<file path="config.mk">
export PLATFORM = sky130hd
export DESIGN_NAME = sdm_mode_read_sref
export DESIGN_NICKNAME = d
export VERILOG_FILES = /design/src/hw/sdm_pkg.sv /design/src/hw/sdm_mode_read_sref.sv /design/src/hw/sdm_temp_sampler.sv
export SDC_FILE = /design/constraint.sdc
export NUM_CORES = 1
export LEC_CHECK = 0
export BUFFER_PORTS_ARGS = -buffer_cell sky130_fd_sc_hd__buf_2
export CORE_ASPECT_RATIO = 0.7
export CORE_MARGIN = 3
export CORE_UTILIZATION = 40
export CTS_CLUSTER_DIAMETER = 50
export DETAILED_ROUTE_END_ITERATION = 8
export PLACE_DENSITY = 0.74
export SLEW_MARGIN = 20
export SYNTH_ARGS = -nofsm -noshare
export SYNTH_HDL_FRONTEND = slang
export SYNTH_SLANG_ARGS = --single-unit
</file>
<file path="constraint.sdc">
create_clock -name CLOCK -period 2.6 [get_ports CLOCK]
set_input_delay 0.52 -clock CLOCK [delete_from_list [all_inputs] [get_ports CLOCK]]
set_output_delay 0.52 -clock CLOCK [all_outputs]
set_load 0.01 [all_outputs]
</file>
<file path="src/hw/sdm_pkg.sv">
// shared constants, encodings and carrier types for the register read and self-refresh block
`default_nettype none
package sdm_pkg;
    // clock and timing
    localparam int CLK_MHZ = 100;
    localparam int RL_DEFAULT = 3;
    localparam int BURST_LEN = 4;
    localparam int REG_READ_PERIOD_CYC = 2;
    localparam int XSR_NS = 140;
    localparam int XSR_CYC = ((XSR_NS * CLK_MHZ + 999) / 1000 < 1) ? 1 :
        (XSR_NS * CLK_MHZ + 999) / 1000;
    localparam int TSI_MS = 32;
    localparam int TSI_CYC = TSI_MS * CLK_MHZ * 1000;
    // command codes on ca_r at the rising edge
    localparam logic [3:0] CMD_MRR = 4'h8;
    localparam logic [3:0] CMD_MRW = 4'h0;
    localparam logic [2:0] CMD_SREF = 3'h4;
    // mode register addresses
    localparam logic [7:0] MA_TEMP = 8'h04;
    localparam logic [7:0] MA_BANK_MASK = 8'h10;
    localparam logic [7:0] MA_SEG_MASK = 8'h11;
    localparam logic [7:0] MA_CAL_A = 8'h20;
    localparam logic [7:0] MA_CAL_B = 8'h28;
    // calibration patterns, bit n is bit time n
    localparam logic [3:0] CAL_A_PAT = 4'h5;
    localparam logic [3:0] CAL_B_PAT = 4'hC;
    // bus register map
    localparam logic [7:0] OFS_CTRL = 8'h00;
    localparam logic [7:0] OFS_STATUS = 8'h04;
    localparam logic [7:0] OFS_MASKS = 8'h08;
    localparam int CTRL_FILL_BIT = 0;
    localparam logic CTRL_FILL_RESET = 1'b1;
    localparam logic [3:0] BANK_MASK_RESET = 4'h0;
    localparam logic [7:0] SEG_MASK_RESET = 8'h00;
    localparam logic [2:0] TEMP_RESET = 3'h3;
    localparam logic [1:0] HTRANS_NONSEQ = 2'h2;

    typedef enum logic [1:0] {ST_AWAKE, ST_SREF, ST_EXIT} sdm_pwr_t;
    typedef enum logic [1:0] {K_NORMAL, K_RSVD, K_CAL_A, K_CAL_B} sdm_kind_t;

    // command/address pins; ca_f is the falling-edge half of the same clock
    typedef struct packed {
        logic cs_n;
        logic cke;
        logic [9:0] ca_r;
        logic [9:0] ca_f;
    } sdm_ca_t;

    // data pins towards the controller
    typedef struct packed {
        logic [31:0] dq;
        logic [3:0] dq_oe;
        logic dqs_t;
        logic dqs_c;
        logic dqs_oe;
    } sdm_dq_t;
endpackage : sdm_pkg
`default_nettype wire

</file>
<file path="src/hw/sdm_mode_read_sref.sv">
// device side: mode register read path, self-refresh, bank masking, calibration reads
`default_nettype none
module sdm_mode_read_sref
    import sdm_pkg::*;
#(
    parameter int RL = RL_DEFAULT,
    parameter int LANES = 4,
    parameter int TSI_CYCLES = TSI_CYC
)(
    input wire logic CLOCK,
    input wire logic RST,
    input wire sdm_ca_t CMD,
    output sdm_dq_t DQ_BUS,
    output logic [31:0] REFRESH_EN,
    input wire logic [2:0] TEMP_SENSE,
    input wire logic HSEL,
    input wire logic [31:0] HADDR,
    input wire logic [1:0] HTRANS,
    input wire logic HWRITE,
    input wire logic [2:0] HSIZE,
    input wire logic [31:0] HWDATA,
    input wire logic HREADY,
    output logic HREADYOUT,
    output logic HRESP,
    output logic [31:0] HRDATA
);
    localparam int LAST_PH = RL + BURST_LEN - 1;
    localparam int RLA = RL;
    localparam int XSR_HOLD = XSR_CYC - 1;

    // one data beat of a register read burst
    function automatic logic [31:0] beat_word(input sdm_kind_t kind, input logic [7:0] data,
                                              input logic [1:0] beat, input logic fill);
        logic [31:0] w;
        logic b;
        w = 32'h0000_0000;
        b = (kind == K_CAL_A) ? CAL_A_PAT[beat] : CAL_B_PAT[beat];
        if (kind == K_NORMAL && beat == 2'h0)
            w[7:0] = data;
        else if (kind == K_CAL_A || kind == K_CAL_B)
        begin
            for (int l = 0; l < LANES; l++)
            begin
                w[l*8] = b;
                w[l*8+1 +: 7] = fill ? {7{b}} : 7'h00;
            end
        end
        return w;
    endfunction : beat_word

    logic cke_prev_q;
    sdm_pwr_t pwr_q, pwr_d;
    logic [15:0] xsr_q, xsr_d;
    logic [3:0] bank_mask_q, bank_mask_d;
    logic [7:0] seg_mask_q, seg_mask_d;
    logic [7:0] ph_q, ph_d;
    sdm_kind_t kind_q, kind_d;
    logic [7:0] rdata_q, rdata_d;
    sdm_dq_t dq_q, dq_d;
    logic [31:0] ref_q, ref_d;
    logic fill_q, fill_d;
    logic [7:0] ahb_ofs_q, ahb_ofs_d;
    logic ahb_wr_q, ahb_wr_d;
    logic [31:0] hrdata_q, hrdata_d;
    logic [2:0] temp_code;
    logic cmd_take, mrr_go, mrw_go, sref_go, exit_go;
    logic [7:0] ma;
    logic [7:0] beat_idx;
    logic ahb_go;

    // command decode; reads and writes sampled only while awake, clock-enable steady and no burst pending
    always_comb
    begin
        cmd_take = (pwr_q == ST_AWAKE) && CMD.cke && cke_prev_q && !CMD.cs_n
            && (ph_q == 8'h00);
        mrr_go = cmd_take && (CMD.ca_r[3:0] == CMD_MRR);
        mrw_go = cmd_take && (CMD.ca_r[3:0] == CMD_MRW);
        ma = {CMD.ca_f[1:0], CMD.ca_r[9:4]};
        sref_go = (pwr_q == ST_AWAKE) && cke_prev_q && !CMD.cke && !CMD.cs_n
            && (CMD.ca_r[2:0] == CMD_SREF) && (ph_q == 8'h00);
        exit_go = (pwr_q == ST_SREF) && CMD.cke;
    end

    // power state and exit interval counter
    always_comb
    begin
        pwr_d = pwr_q;
        xsr_d = xsr_q;
        case (pwr_q)
            ST_AWAKE:
                if (sref_go)
                    pwr_d = ST_SREF;
            ST_SREF:
                if (exit_go)
                begin
                    pwr_d = ST_EXIT;
                    xsr_d = 16'(XSR_CYC - 1);
                end
            ST_EXIT:
                // awake one edge early so a command exactly xsr cycles after exit is taken
                if (!CMD.cke)
                    pwr_d = ST_SREF;
                else if (xsr_q <= 16'h0001)
                    pwr_d = ST_AWAKE;
                else
                    xsr_d = xsr_q - 16'h0001;
            default:
                pwr_d = ST_AWAKE;
        endcase
    end

    // mode register writes to the two mask registers; other addresses ignored
    always_comb
    begin
        bank_mask_d = bank_mask_q;
        seg_mask_d = seg_mask_q;
        if (mrw_go && ma == MA_BANK_MASK)
            bank_mask_d = CMD.ca_f[5:2];
        if (mrw_go && ma == MA_SEG_MASK)
            seg_mask_d = CMD.ca_f[9:2];
    end

    // per bank and segment refresh enables while in self-refresh
    always_comb
    begin
        ref_d = 32'h0000_0000;
        for (int b = 0; b < 4; b++)
        begin
            for (int s = 0; s < 8; s++)
                ref_d[b*8+s] = (pwr_q == ST_SREF) && !bank_mask_q[b]
                    && !seg_mask_q[s];
        end
    end

    // register read: capture selection, then count phases until the burst ends
    always_comb
    begin
        kind_d = kind_q;
        rdata_d = rdata_q;
        ph_d = ph_q;
        if (mrr_go)
        begin
            ph_d = 8'h01;
            rdata_d = 8'h00;
            kind_d = K_NORMAL;
            case (ma)
                MA_TEMP: rdata_d = {5'h00, temp_code};
                MA_BANK_MASK: rdata_d = {4'h0, bank_mask_q};
                MA_SEG_MASK: rdata_d = seg_mask_q;
                MA_CAL_A: kind_d = K_CAL_A;
                MA_CAL_B: kind_d = K_CAL_B;
                default: kind_d = K_RSVD;
            endcase
        end
        else if (ph_q == 8'(LAST_PH))
            ph_d = 8'h00;
        else if (ph_q != 8'h00)
            ph_d = ph_q + 8'h01;
    end

    // data pins are loaded one cycle ahead so they come straight from flops
    always_comb
    begin
        beat_idx = ph_q - 8'(RL - 1);
        dq_d = '0;
        if (ph_q >= 8'(RL - 1) && ph_q <= 8'(LAST_PH - 1))
        begin
            dq_d.dq = beat_word(kind_q, rdata_q, beat_idx[1:0], fill_q);
            dq_d.dq_oe = 4'((1 << LANES) - 1);
            dq_d.dqs_t = !beat_idx[0];
            dq_d.dqs_c = beat_idx[0];
            dq_d.dqs_oe = 1'b1;
        end
    end

    // bus slave: zero wait state, address phase captured, data phase acts
    always_comb
    begin
        ahb_go = HSEL && HREADY && (HTRANS == HTRANS_NONSEQ);
        ahb_ofs_d = ahb_go ? HADDR[7:0] : ahb_ofs_q;
        ahb_wr_d = ahb_go && HWRITE;
        fill_d = fill_q;
        if (ahb_wr_q && ahb_ofs_q == OFS_CTRL)
            fill_d = HWDATA[CTRL_FILL_BIT];
        hrdata_d = 32'h0000_0000;
        if (ahb_go && !HWRITE)
        begin
            case (HADDR[7:0])
                OFS_CTRL: hrdata_d = {31'h0000_0000, fill_q};
                OFS_STATUS: hrdata_d = {25'h0000_000, temp_code, 1'b0, ph_q != 8'h00,
                    pwr_q == ST_EXIT, pwr_q == ST_SREF};
                OFS_MASKS: hrdata_d = {16'h0000, seg_mask_q, 4'h0, bank_mask_q};
                default: hrdata_d = 32'h0000_0000;
            endcase
        end
    end

    always_ff @(posedge CLOCK)
    begin
        if (RST)
        begin
            cke_prev_q <= 1'b0;
            pwr_q <= ST_AWAKE;
            xsr_q <= 16'h0000;
            bank_mask_q <= BANK_MASK_RESET;
            seg_mask_q <= SEG_MASK_RESET;
            ph_q <= 8'h00;
            kind_q <= K_NORMAL;
            rdata_q <= 8'h00;
            dq_q <= '0;
            ref_q <= 32'h0000_0000;
            fill_q <= CTRL_FILL_RESET;
            ahb_ofs_q <= 8'h00;
            ahb_wr_q <= 1'b0;
            hrdata_q <= 32'h0000_0000;
        end
        else
        begin
            cke_prev_q <= CMD.cke;
            pwr_q <= pwr_d;
            xsr_q <= xsr_d;
            bank_mask_q <= bank_mask_d;
            seg_mask_q <= seg_mask_d;
            ph_q <= ph_d;
            kind_q <= kind_d;
            rdata_q <= rdata_d;
            dq_q <= dq_d;
            ref_q <= ref_d;
            fill_q <= fill_d;
            ahb_ofs_q <= ahb_ofs_d;
            ahb_wr_q <= ahb_wr_d;
            hrdata_q <= hrdata_d;
        end
    end

    // exit from self-refresh forces a fresh temperature sample
    sdm_temp_sampler #(.TSI_CYCLES(TSI_CYCLES)) u_temp (
        .clk(CLOCK),
        .rst(RST),
        .force_sample(exit_go),
        .sensor(TEMP_SENSE),
        .temp_code(temp_code)
    );

    assign DQ_BUS = dq_q;
    assign REFRESH_EN = ref_q;
    assign HREADYOUT = 1'b1;
    assign HRESP = 1'b0;
    assign HRDATA = hrdata_q;

    AST_MRR_AT_RL: assert property (@(posedge CLOCK) disable iff (RST)
        mrr_go |-> !DQ_BUS.dqs_oe ##RLA DQ_BUS.dqs_oe) else $error("read data not at latency");
    AST_BURST_FOUR: assert property (@(posedge CLOCK) disable iff (RST)
        $rose(DQ_BUS.dqs_oe) |-> DQ_BUS.dqs_oe [*4] ##1 !DQ_BUS.dqs_oe)
        else $error("burst length not four");
    AST_STROBE_TOGGLE: assert property (@(posedge CLOCK) disable iff (RST)
        DQ_BUS.dqs_oe && $past(DQ_BUS.dqs_oe) |-> DQ_BUS.dqs_t != $past(DQ_BUS.dqs_t))
        else $error("strobe did not toggle");
    AST_LATER_BEATS_ZERO: assert property (@(posedge CLOCK) disable iff (RST)
        DQ_BUS.dqs_oe && !DQ_BUS.dqs_t && kind_q == K_NORMAL |-> DQ_BUS.dq == 32'h0000_0000)
        else $error("later beat not filler");
    AST_CAL_LANES: assert property (@(posedge CLOCK) disable iff (RST)
        DQ_BUS.dqs_oe && kind_q == K_CAL_A |-> DQ_BUS.dq[8] == DQ_BUS.dq[0])
        else $error("calibration lanes differ");
    AST_CAL_A_PATTERN: assert property (@(posedge CLOCK) disable iff (RST)
        $rose(DQ_BUS.dqs_oe) && kind_q == K_CAL_A |-> DQ_BUS.dq[0] ##1 !DQ_BUS.dq[0]
        ##1 DQ_BUS.dq[0] ##1 !DQ_BUS.dq[0]) else $error("pattern a wrong");
    AST_EXIT_NO_CMD: assert property (@(posedge CLOCK) disable iff (RST)
        pwr_q != ST_AWAKE |-> !cmd_take) else $error("command taken outside awake");
    // exit interval neither cut short nor stretched
    AST_EXIT_LENGTH: assert property (@(posedge CLOCK) disable iff (RST)
        $rose(pwr_q == ST_AWAKE) |-> $past(pwr_q == ST_EXIT, XSR_HOLD)
        && $past(pwr_q == ST_SREF, XSR_CYC)) else $error("exit interval length wrong");
    AST_MASK_WRITE: assert property (@(posedge CLOCK) disable iff (RST)
        mrw_go && ma == MA_BANK_MASK |=> bank_mask_q == $past(CMD.ca_f[5:2]))
        else $error("bank mask not written");
    AST_MASKED_BANK: assert property (@(posedge CLOCK) disable iff (RST)
        bank_mask_q[0] && $stable(bank_mask_q) |-> REFRESH_EN[7:0] == 8'h00)
        else $error("masked bank refreshed");
endmodule : sdm_mode_read_sref
`default_nettype wire

</file>
<file path="src/hw/sdm_temp_sampler.sv">
// temperature status sampler: periodic and forced refresh of the status code
`default_nettype none
module sdm_temp_sampler
    import sdm_pkg::*;
#(
    parameter int TSI_CYCLES = TSI_CYC
)(
    input wire logic clk,
    input wire logic rst,
    input wire logic force_sample,
    input wire logic [2:0] sensor,
    output logic [2:0] temp_code
);
    logic [31:0] cnt_q, cnt_d;
    logic [2:0] temp_q, temp_d;
    logic tick;

    // divider tick; a forced sample restarts the interval so age stays bounded
    always_comb
    begin
        tick = (cnt_q == 32'(TSI_CYCLES - 1)) || force_sample;
        cnt_d = tick ? 32'h0000_0000 : cnt_q + 32'h0000_0001;
        temp_d = tick ? sensor : temp_q;
    end

    always_ff @(posedge clk)
    begin
        if (rst)
        begin
            cnt_q <= 32'h0000_0000;
            temp_q <= TEMP_RESET;
        end
        else
        begin
            cnt_q <= cnt_d;
            temp_q <= temp_d;
        end
    end

    assign temp_code = temp_q;

    AST_TEMP_FRESH: assert property (@(posedge clk) disable iff (rst)
        cnt_q < 32'(TSI_CYCLES)) else $error("temperature sample older than interval");
endmodule : sdm_temp_sampler
`default_nettype wire

</file>
==> results.md, run 1 <==
* Residual DRC at 0
* Status: finished clean
* Switching portion of total power at about a quarter
* Synth warn at 0
* Worst setup SP type: register
* CP required at about 2900 ps
* Seq cells post-synth at between 150 and 200
* Max clock buf depth at 2
* Via count at around 5000
* Crit path max-delay family: simple AND/OR/NAND/NOR gates
* Top cells by instance count after synthesis: dfxtp_1 (154), nor2_1 (80), nand2_1 (56)
* Comb pwr share at 4.1%
* Row Count at 37
* Clock power share at between 40% and 50%
* DRT antenna net count at 0
* Final Max Tran Viols at 0
* P_leak at roughly 3.3 nW
* Clock sinks at 154
* Worst Reg2Reg Path Length in Cells at 7
* Flop pwr share at 47.0%
* Yosys top cell by area: dfxtp_1
* Crit-path max FO at 8
* Clock Pin Slew Worst Setup and Hold Paths at 70 ps
* Relative slew margins at 55.7%
* Highest clock rate at 0.419 GHz
* I/O Buffers at 126
* Synth-to-layout area growth at 19.3%
* CP max stage cell: or3b_2
* First-pass GRT wire length at around 23 mm
* Setup ws final at 216 ps
* All-Layer GR Usage at 16.7%
* Most frequent cell after synthesis: dfxtp_1
* Top-area cell type share of the netlist area at 48.5%
* Worst setup EP type: register
* Ratio of cells with drive above 1 in the final layout at 22.9%
* Final wirelength at 14.7 mm
* Hold-fix buffers at CTS at 0
* Slew @ Worst Pin at 658 ps
* I/O pin count at 204
* EDFF count, synth at 0
* Cell Area, Synth at around 6400 um2
* Predominant post-synthesis flop cell: dfxtp_1
* Die ar. at 17500 um2
* Final setup viols at 0
* DP Wirelength at about 11 mm
* Synth cell types at 53
* Die height at approximately 110 um
* Max stage delay on crit path at 510 ps
* RSZ-0062 raised after global routing: no
* Final hold violation count at 0
* Vias in the first global route at about 4600
* Final Util at 50.2%
* Switching power total at 0.00124 W
* Sequential share of the synthesized area at 48.5%
* FFs w/ async S/R, synth at 0%
* Post-synthesis cell count at 699
* Setup TNS Final at 0 ps
* GPL Wtd Cong at 0.886
* Grt total ovfl at 0
* Peak supply drop at 373 uV
* Die Wd at around 160 um
* Hold depth at 3
* CTS buffer count at 17
* Fin crit period at about 2400 ps
* Initial antenna violation count at 1
* Skew final at 9.29 ps
* Internal power at around 0.0038 W
* Iter 0 DRT Violations at 431
* Post-Place Worst Slack at approximately 180 ps
* Syn avg cell area at 9.09 um2
* Worst Setup Path Type: reg -> reg
* Depth of the CTS H-tree at 4
* Largest net degree at the start of global routing at 64
* Core ar. at 15100 um2
* Root Driver: clkbuf_16
* Crit-path cells: inv_1 -> ha_1 -> or3b_2 -> nor3_1 -> nand4bb_1 -> mux2i_1 -> nor2_1
* Post-CTS setup buffers at 0
* Worst-Skew Late Latency at 420 ps
* PwrDens at 669 nW/um2
* Initial core utilization at between 40% and 50%
* Max Cap Viol at 0
* Final nets at between 900 and 1000
* Total iterations of the first detailed-routing run at 5
* CP Data Arrival Time at 2670 ps
* Hold crit path type: in -> reg
* Vias/cell at roughly 5
* Synth area leaders: dfxtp_1 (49%), buf_4 (5.3%), nor2_1 (4.7%)
* WP buf/inv at 1
* Filler cells at 1436
* Final period util at 91.7%
* Cell count along the critical path at 7
* DR WL/cell at 14.4 um
* CTS tree: yes
power groups by stage:
stage	Clock, W	Combinational [W]	Sequential [W]
3_5_place_dp	0	0.000208	0.00244
5_1_grt	0.00263	0.000235	0.00238
3_3_place_gp	0	0.000204	0.00244
2_1_floorplan	0	0.000141	0.00244
4_1_cts	0.00252	0.000209	0.00238
6_report	0.00247	0.000210	0.00238
metal layers:
layer  track usage, %  share of wire, %
met1             24.2                48
met5                0                 0
met4             4.37               1.2
met2             24.1                43
met3             4.97               7.1
sequential cells by signal (all words and copies together), names as in the netlist:
register / flops
REFRESH_EN: 32
u_temp.cnt_q: 32
xsr_q: 16
HRDATA: 15
DQ_BUS: 13
ahb_ofs_q: 8
ph_q: 8
rdata_q: 8
seg_mask_q: 8
bank_mask_q: 4
u_temp.temp_code: 3
kind_q: 2
pwr_q: 2
ahb_wr_q: 1
cke_prev_q: 1
fill_q: 1
timing repair:
action | CTS | global route
resized for setup | 0 | 0
endpoints found under the setup margin | 0 | 2
endpoints found under the hold margin | 0 | 0
stage by stage:
stage	area (um2)	hold slack [ps]	power, W	cells
after floorplan	6420	410	0.00258	716
after global placement	6980	423	0.00264	983
after detailed placement	6980	433	0.00264	983
after CTS	7580	308	0.00511	1015
after global routing	7580	330	0.00525	1016
final	7580	330	0.00507	1016
area by class of cell:
cell class	instances	area, um2	share of cell area (%)
Sequential cell	154	3080	40.7
Multi-Input combinational cell	478	2830	37.3
Timing Repair Buffer	144	778	10.3
Clock buffer	17	425	5.61
Tap cell	195	244	3.22
Clock inverter	15	173	2.28
Inverter	12	45.0	0.594
Antenna cell	1	2.50	0.0330
cells in the final DEF, fill, tap and decap left out, drive strengths merged, types with 6 or more instances in the layout:
cell type / synthesis / final
inv: 12 / 22
nand3: 31 / 31
xnor2: 23 / 23
mux2i: 20 / 20
ha: 7 / 7
dfxtp: 154 / 154
buf: 52 / 144
nand4: 14 / 14
nor3: 50 / 50
conb: 2 / 19
and2: 16 / 16
nor2b: 8 / 8
and3: 12 / 12
nand2: 57 / 57
clkbuf: 20 / 17
nor2: 80 / 80
nor4: 19 / 19
a21oi: 38 / 38
xor2: 22 / 22
or3: 6 / 6
path summary, 6_finish.rpt:
kind / from / endpoint / slack, ps
worst min-delay path: TEMP_SENSE[0] / u_temp.temp_code[0] / 330
worst min register to register: u_temp.cnt_q[0] / u_temp.cnt_q[0] / 440
worst max register to register: ph_q[1] / bank_mask_q[3] / 220
worst max-delay path: ph_q[1] / bank_mask_q[3] / 220
cell families after synthesis:
kind of cell	share of synthesized area, %
multiplexers	3.86
other	0.118
AO/OA/AOI/OAI	6.18
adder cells (fa/ha/maj)	1.38
AND/OR/NAND/NOR	25.8
buffers and inverters	7.96
flip-flops	48.5
XOR/XNOR	6.20
worst reg2reg max path, stage by stage, from the launching register on:
cell,delay [ps]
dfxtp_1,390
inv_1,140
ha_1,230
or3b_2,510
nor3_1,340
nand4bb_1,350
mux2i_1,250
nor2_1,50
(Power assumes the default switching activity.)
==> run 2: changes to the inputs <==
--- a/config.mk
+++ b/config.mk
@@ -8,10 +8,10 @@
 export BUFFER_PORTS_ARGS = -buffer_cell sky130_fd_sc_hd__buf_2
 export CORE_ASPECT_RATIO = 0.7
 export CORE_MARGIN = 3
-export CORE_UTILIZATION = 40
+export CORE_UTILIZATION = 51
 export CTS_CLUSTER_DIAMETER = 50
 export DETAILED_ROUTE_END_ITERATION = 8
-export PLACE_DENSITY = 0.74
+export PLACE_DENSITY = 0.89
 export SLEW_MARGIN = 20
 export SYNTH_ARGS = -nofsm -noshare
 export SYNTH_HDL_FRONTEND = slang
==> run 2 against run 1 <==
Compared with the run above: critical path depth unchanged; register-to-register slack about the same; core utilization up 12 points; fmax down 0.12%; first-iteration DRC count down 24%; worst hold slack worse by 6.6 ps; cell area down 1.3%; sequential power about the same; sequential cell count unchanged; sequential share of layout area up 0.54 points; critical path type unchanged; critical endpoint is now bank_mask_q[2]; largest cell class unchanged.
==> results.md, run 2 (synthesis gave the netlist of run 1 again) <==
* Relative slew margins at 54.3% (-1.4 points)
* Hold crit path type: in -> reg
* First-pass GRT wire length at 23.7 mm (+0.97%)
* Final wirelength at 14.8 mm (+0.69%)
* Filler cells at 988 (-31%)
* Root Driver: clkbuf_16
* Highest clock rate at 0.419 GHz (-0.12%)
* Largest net degree at the start of global routing at 62 (-3.1%)
* Skew final at 10.5 ps (+1.25 ps)
* Placed instance area at 6920 um2 (-0.79%)
* Synth-to-layout area growth at 17.7%
* Flop2flop setup slack at 210 ps (about the same)
* PwrDens at 658 nW/um2 (-1.5%)
* Via count at 5245 (+2.8%)
* Hold EP: u_temp.temp_code[0]
* Total iterations of the first detailed-routing run at 5 (unchanged)
* Reg area at 3080 um2 (unchanged)
* Crit-path cells: inv_1 -> ha_1 -> or3b_2 -> nor3_1 -> nand4bb_1 -> mux2i_1 -> nor2_1
* Commonest non-fill, non-tap cell in the layout: dfxtp_1
* Clock sinks at 154 (unchanged)
* Crit-path max FO at 5 (-3)
* Die ar. at 13900 um2 (-21%)
* DRT antenna net count at 0 (unchanged)
* Initial antenna violation count at 1 (unchanged)
* I/O pin count at 204 (unchanged)
* Reg2reg end: bank_mask_q[2]
* CTS tree: yes
* Antenna cells at 0 (-1)
* GPL Wtd Cong at 0.918 (+3.6%)
* Core ar. at 11900 um2 (-21%)
* Fin area at 7480 um2 (-1.3%)
* Max clock buf depth at 2 (unchanged)
* Vias/cell at 5.37 (+7.0%)
* Final setup viols at 0 (unchanged)
* P_leak at 3.25 nW (-0.71%)
* Iter 0 DRT Violations at 326 (-24%)
* Vias in the first global route at 4773 (+4.7%)
* All-Layer GR Usage at 21.1% (+4.4 points)
* Fin crit period at 2390 ps (+2.76 ps)
* Post-CTS setup buffers at 0 (unchanged)
* Final nets at 912 (-0.11%)
* CP required at 2880 ps (about the same)
* Crit Reg-Reg Startpoint: ph_q[1]
* Setup TNS Final at 0 ps (unchanged)
* Die height at 99.4 um (-11%)
* Peak supply drop at 501 uV (+34%)
* RSZ-0062 raised after global routing: no
* Depth of the CTS H-tree at 4 (unchanged)
* Residual DRC at 0 (unchanged)
* Clock Pin Slew Worst Setup and Hold Paths at 60 ps (about the same)
* Hold-fix buffers at CTS at 0 (unchanged)
* Overall Power at 0.00493 W (-2.8%)
* Grt total ovfl at 0 (unchanged)
* Worst setup EP type: register
* DP Wirelength at 10.6 mm (-1.5%)
* Worst Reg2Reg Path Length in Cells at 7 (unchanged)
* DR WL/cell at 15.1 um (+4.8%)
* Crit path from: ph_q[1]
* HP Start: TEMP_SENSE[0]
* Final period util at 91.8% (+0.11 points)
* CTS buffer count at 17 (unchanged)
* Final hold violation count at 0 (unchanged)
* CP Data Arrival Time at 2670 ps (about the same)
* Worst setup SP type: register
* Hold depth at 3 (unchanged)
* Ratio of cells with drive above 1 in the final layout at 22.7% (-0.22 points)
* Commonest cells after routing, fill and taps aside: dfxtp_1 (154), buf_2 (126), nor2_1 (80)
* I/O Buffers at 126 (unchanged)
* Worst-Skew Late Latency at 430 ps (about the same)
* Worst Setup Path Type: reg -> reg
* Row Count at 33 (-11%)
* Initial core utilization at 53.2% (+11 points)
* Status: finished clean
* Footprint of the multi-input gates at 2830 um2 (unchanged)
* Post-CTS resize count at 0 (unchanged)
* CP max stage cell: or3b_2
* Max Cap Viol at 0 (unchanged)
* Max stage delay on crit path at 500 ps (about the same)
* Slew @ Worst Pin at 679 ps (+20.7 ps)
* Die Wd at 139 um (-11%)
* Final Max Tran Viols at 0 (unchanged)
run 2: cell count changes in the layout (fill, tap and decap cells not counted), sizes merged:
cell    before  now
clkinv       2    3
clkbuf      17   18
inv         22   21
diode        1    0
buf        144  143
bufinv       1    0
run 2: layout make-up:
type / count / share of cell area, %
inverter: 12 / 0.602
clock inverter: 14 / 1.71
multi-input combinational: 478 / 37.8
timing repair buffer: 143 / 10.3
clock buffer: 18 / 5.74
sequential: 154 / 41.2
tap: 157 / 2.63
run 2: stage by stage:
step,util [%],cells,hold WS (ps),setup slack [ps]
after floorplan,-,716,410,342
after global placement,58.0,944,424,180
after detailed placement,58.0,944,444,113
after CTS,62.7,976,310,251
after global routing,62.7,976,329,22.6
final,62.7,976,323,213
run 2: critical path: cells and delay by family, from the launching register on:
kind	cells	cell delay (ps)
flip-flops	1	310
multiplexers	1	250
AND/OR/NAND/NOR	4	1340
buffers and inverters	1	100
adder cells (fa/ha/maj)	1	240
run 2: worst max path at each step:
stage / endpoint / slack [ps] / cells past startpoint
finish: bank_mask_q[2] / 210 / 7
detailed placement: bank_mask_q[2] / 110 / 6
global route: rdata_q[6] / 20 / 8
floorplan: rdata_q[3] / 340 / 5
CTS: bank_mask_q[2] / 250 / 7
global placement: bank_mask_q[0] / 180 / 6
run 2: per-layer routing:
layer	GRT usage (%)	wire, um
met5	0	13
met1	28.9	6710
met3	6.20	1250
met2	32.3	6590
met4	6.92	208
run 2: where the power goes:
group	total, W	switching, W	internal (W)
Clock	0.00233	0.00107	0.00126
Sequential	0.00238	0.00000901	0.00237
Combinational	0.000215	0.000134	0.0000810
==> run 3: changes to the inputs <==
--- a/config.mk
+++ b/config.mk
@@ -5,10 +5,11 @@
 export SDC_FILE = /design/constraint.sdc
 export NUM_CORES = 1
 export LEC_CHECK = 0
+export ABC_AREA = 1
 export BUFFER_PORTS_ARGS = -buffer_cell sky130_fd_sc_hd__buf_2
 export CORE_ASPECT_RATIO = 0.7
 export CORE_MARGIN = 3
-export CORE_UTILIZATION = 51
+export CORE_UTILIZATION = 52
 export CTS_CLUSTER_DIAMETER = 50
 export DETAILED_ROUTE_END_ITERATION = 8
 export PLACE_DENSITY = 0.89
==> constraint.sdc (replaced) <==
create_clock -name CLOCK -period 2.64 [get_ports CLOCK]
set_input_delay 0.528 -clock CLOCK [delete_from_list [all_inputs] [get_ports CLOCK]]
set_output_delay 0.528 -clock CLOCK [all_outputs]
set_load 0.01 [all_outputs]
==> run 3 against run 2 <==
Compared with the run above: area after synthesis rose by 9.4%; clock skew fell by 2.4 ps; critical path depth up 4; routed wire length up 20%; largest power group is now the clock network.
==> results.md, run 3 <==
* Die ar. at 14800 um2 (+6.9%)
* Predominant post-synthesis flop cell: dfxtp_1
* Worst-Skew Late Latency at 420 ps (about the same)
* Flop2flop setup slack at 610 ps (+390 ps)
* Vias/cell at 5.18 (-3.6%)
* Filler cells at 1051 (+6.4%)
* Fin crit period at 2030 ps (-354 ps)
* Crit-path max FO at 13 (+8)
* Final nets at 1187 (+30%)
* Ratio of cells with drive above 1 in the final layout at 17.2% (-5.5 points)
* Post-synthesis cell count at 972 (+39%)
* Hold-fix buffers at CTS at 0 (unchanged)
* FFs w/ async S/R, synth at 0% (unchanged)
* CTS buffer count at 17 (unchanged)
* Final period util at 77.0% (-15 points)
* Syn avg cell area at 7.15 um2 (-21%)
* Reg area at 3080 um2 (unchanged)
* Final hold violation count at 0 (unchanged)
* Worst setup EP type: register
* Core ar. at 12700 um2 (+6.6%)
* Final wirelength at 17.7 mm (+20%)
* Highest clock rate at 0.492 GHz (+17%)
* GPL Wtd Cong at 0.934 (+1.7%)
* First-pass GRT wire length at 27.3 mm (+15%)
* Largest net degree at the start of global routing at 33 (-47%)
* DP Wirelength at 12.8 mm (+21%)
* PwrDens at 623 nW/um2 (-5.4%)
* Final setup viols at 0 (unchanged)
* Final Max Tran Viols at 0 (unchanged)
* Seq cells post-synth at 154 (unchanged)
* Most frequent cell after synthesis: nand2_1
* Commonest cells after routing, fill and taps aside: nand2_1 (235), nor2_1 (198), dfxtp_1 (154)
* Sequential share of the synthesized area at 44.4% (-4.2 points)
* Post-CTS resize count at 0 (unchanged)
* P_leak at 3.60 nW (+11%)
* DRT antenna net count at 0 (unchanged)
* Vias in the first global route at 5676 (+19%)
* Cell Area, Synth at 6950 um2 (+9.4%)
* Initial antenna violation count at 0 (-1)
* Die Wd at 144 um (+3.4%)
* Worst setup SP type: register
* Post-CTS setup buffers at 0 (unchanged)
* Total iterations of the first detailed-routing run at 5 (unchanged)
* I/O Buffers at 126 (unchanged)
* Via count at 6507 (+24%)
* Slew @ Worst Pin at 620 ps (-58.8 ps)
* CTS tree: yes
* RSZ-0062 raised after global routing: no
* Synth cell types at 37 (-30%)
* Initial core utilization at 54.6% (+1.4 points)
* Antenna cells at 0 (unchanged)
* Setup TNS Final at 0 ps (unchanged)
* Max Cap Viol at 0 (unchanged)
* Depth of the CTS H-tree at 4 (unchanged)
* Clock Pin Slew Worst Setup and Hold Paths at 60 ps (about the same)
* Status: finished clean
* CP required at 2930 ps (+50 ps)
* Skew final at 8.12 ps (-2.41 ps)
* All-Layer GR Usage at 23.4% (+2.3 points)
* Peak supply drop at 459 uV (-8.2%)
* Commonest non-fill, non-tap cell in the layout: nand2_1
* Relative slew margins at 58.7% (+4.3 points)
* Synth warn at 0 (unchanged)
* Top-area cell type share of the netlist area at 44.4% (-4.2 points)
* Iter 0 DRT Violations at 504 (+55%)
* Worst Setup Path Type: reg -> reg
* Synth-to-layout area growth at 15.6%
* Grt total ovfl at 0 (unchanged)
* Footprint of the multi-input gates at 3130 um2 (+11%)
* DR WL/cell at 14.1 um (-6.7%)
* Root Driver: clkbuf_16
* Die height at 103 um (+3.4%)
* EDFF count, synth at 0 (unchanged)
* Top cells by instance count after synthesis: nand2_1 (235), nor2_1 (198), dfxtp_1 (154)
* Overall Power at 0.00501 W (+1.6%)
* Yosys top cell by area: dfxtp_1
* Max clock buf depth at 2 (unchanged)
* Hold crit path type: in -> reg
* CP Data Arrival Time at 2330 ps (-340 ps)
* Residual DRC at 0 (unchanged)
* Row Count at 34 (+3.0%)
* Clock sinks at 154 (unchanged)
* I/O pin count at 204 (unchanged)
* Synth area leaders: dfxtp_1 (44%), nand2_1 (13%), nor2_1 (11%)
run 3: critical path, cell delays in order, from the launching register on:
cell and delay (ps):
dfxtp_1 330, inv_1 130, ha_1 230, inv_1 100, nand2_1 70, nand2_1 50, nor2_1 80, nand2_1 80
a21oi_2 520, nor2_1 100, nor2_1 150, nor2_1 70
run 3: cell families (layout without fill, tap and decap cells):
| logic type | after synthesis | after routing | synth area share, % |
|---|---|---|---|
| AOI/OAI and AO/OA | 76 | 76 | 5.58 |
| xor gates and xnor gates | 20 | 20 | 2.52 |
| adders and majority gates | 7 | 7 | 1.26 |
| buffers and inverters | 155 | 260 | 11.6 |
| DFF | 154 | 154 | 44.4 |
| other | 2 | 19 | 0.108 |
| and+or+nand+nor | 558 | 558 | 34.6 |
run 3: final timing paths:
kind / to / start / depth (start not counted)
worst max-delay path: xsr_q[10] / xsr_q[0] / 11
worst min-delay path: seg_mask_q[6] / CMD[8] / 3
worst max register to register: xsr_q[10] / xsr_q[0] / 11
worst min register to register: rdata_q[0] / rdata_q[0] / 2
run 3: final cells by class:
type / instances / share of cell area, %
Timing Repair Buffer: 132 / 8.41
Inverter: 96 / 4.48
Tap cell: 162 / 2.52
Clock buffer: 18 / 5.34
Multi-Input combinational cell: 680 / 38.9
Sequential cell: 154 / 38.4
Clock inverter: 14 / 2.01
run 3: metrics by stage:
| step | utilization, % | instance area, um2 | instances | hold WS (ps) | worst slack, ps |
|---|---|---|---|---|---|
| global route | 63.2 | 8040 | 1256 | 352 | 302 |
| global placement | 58.5 | 7450 | 1224 | 441 | 724 |
| floorplan | - | 7010 | 989 | 426 | 1020 |
| finish | 63.2 | 8040 | 1256 | 337 | 606 |
| CTS | 63.2 | 8040 | 1256 | 327 | 634 |
| detailed placement | 58.5 | 7450 | 1224 | 447 | 677 |
run 3: routing by layer:
layer | global-route usage [%] | wire, um | vias up
met5 | 0 | 0 | -
met4 | 8.03 | 240 | 0
met3 | 3.80 | 1740 | 23
met2 | 35.8 | 7810 | 324
met1 | 33.9 | 7950 | 2942
li1 | - | - | 3218
run 3: power by group:
group | internal [W] | total (W) | switching (W)
Clock | 0.00141 | 0.00244 | 0.00102
Combinational | 0.0000671 | 0.000215 | 0.000148
Sequential | 0.00234 | 0.00235 | 0.0000138
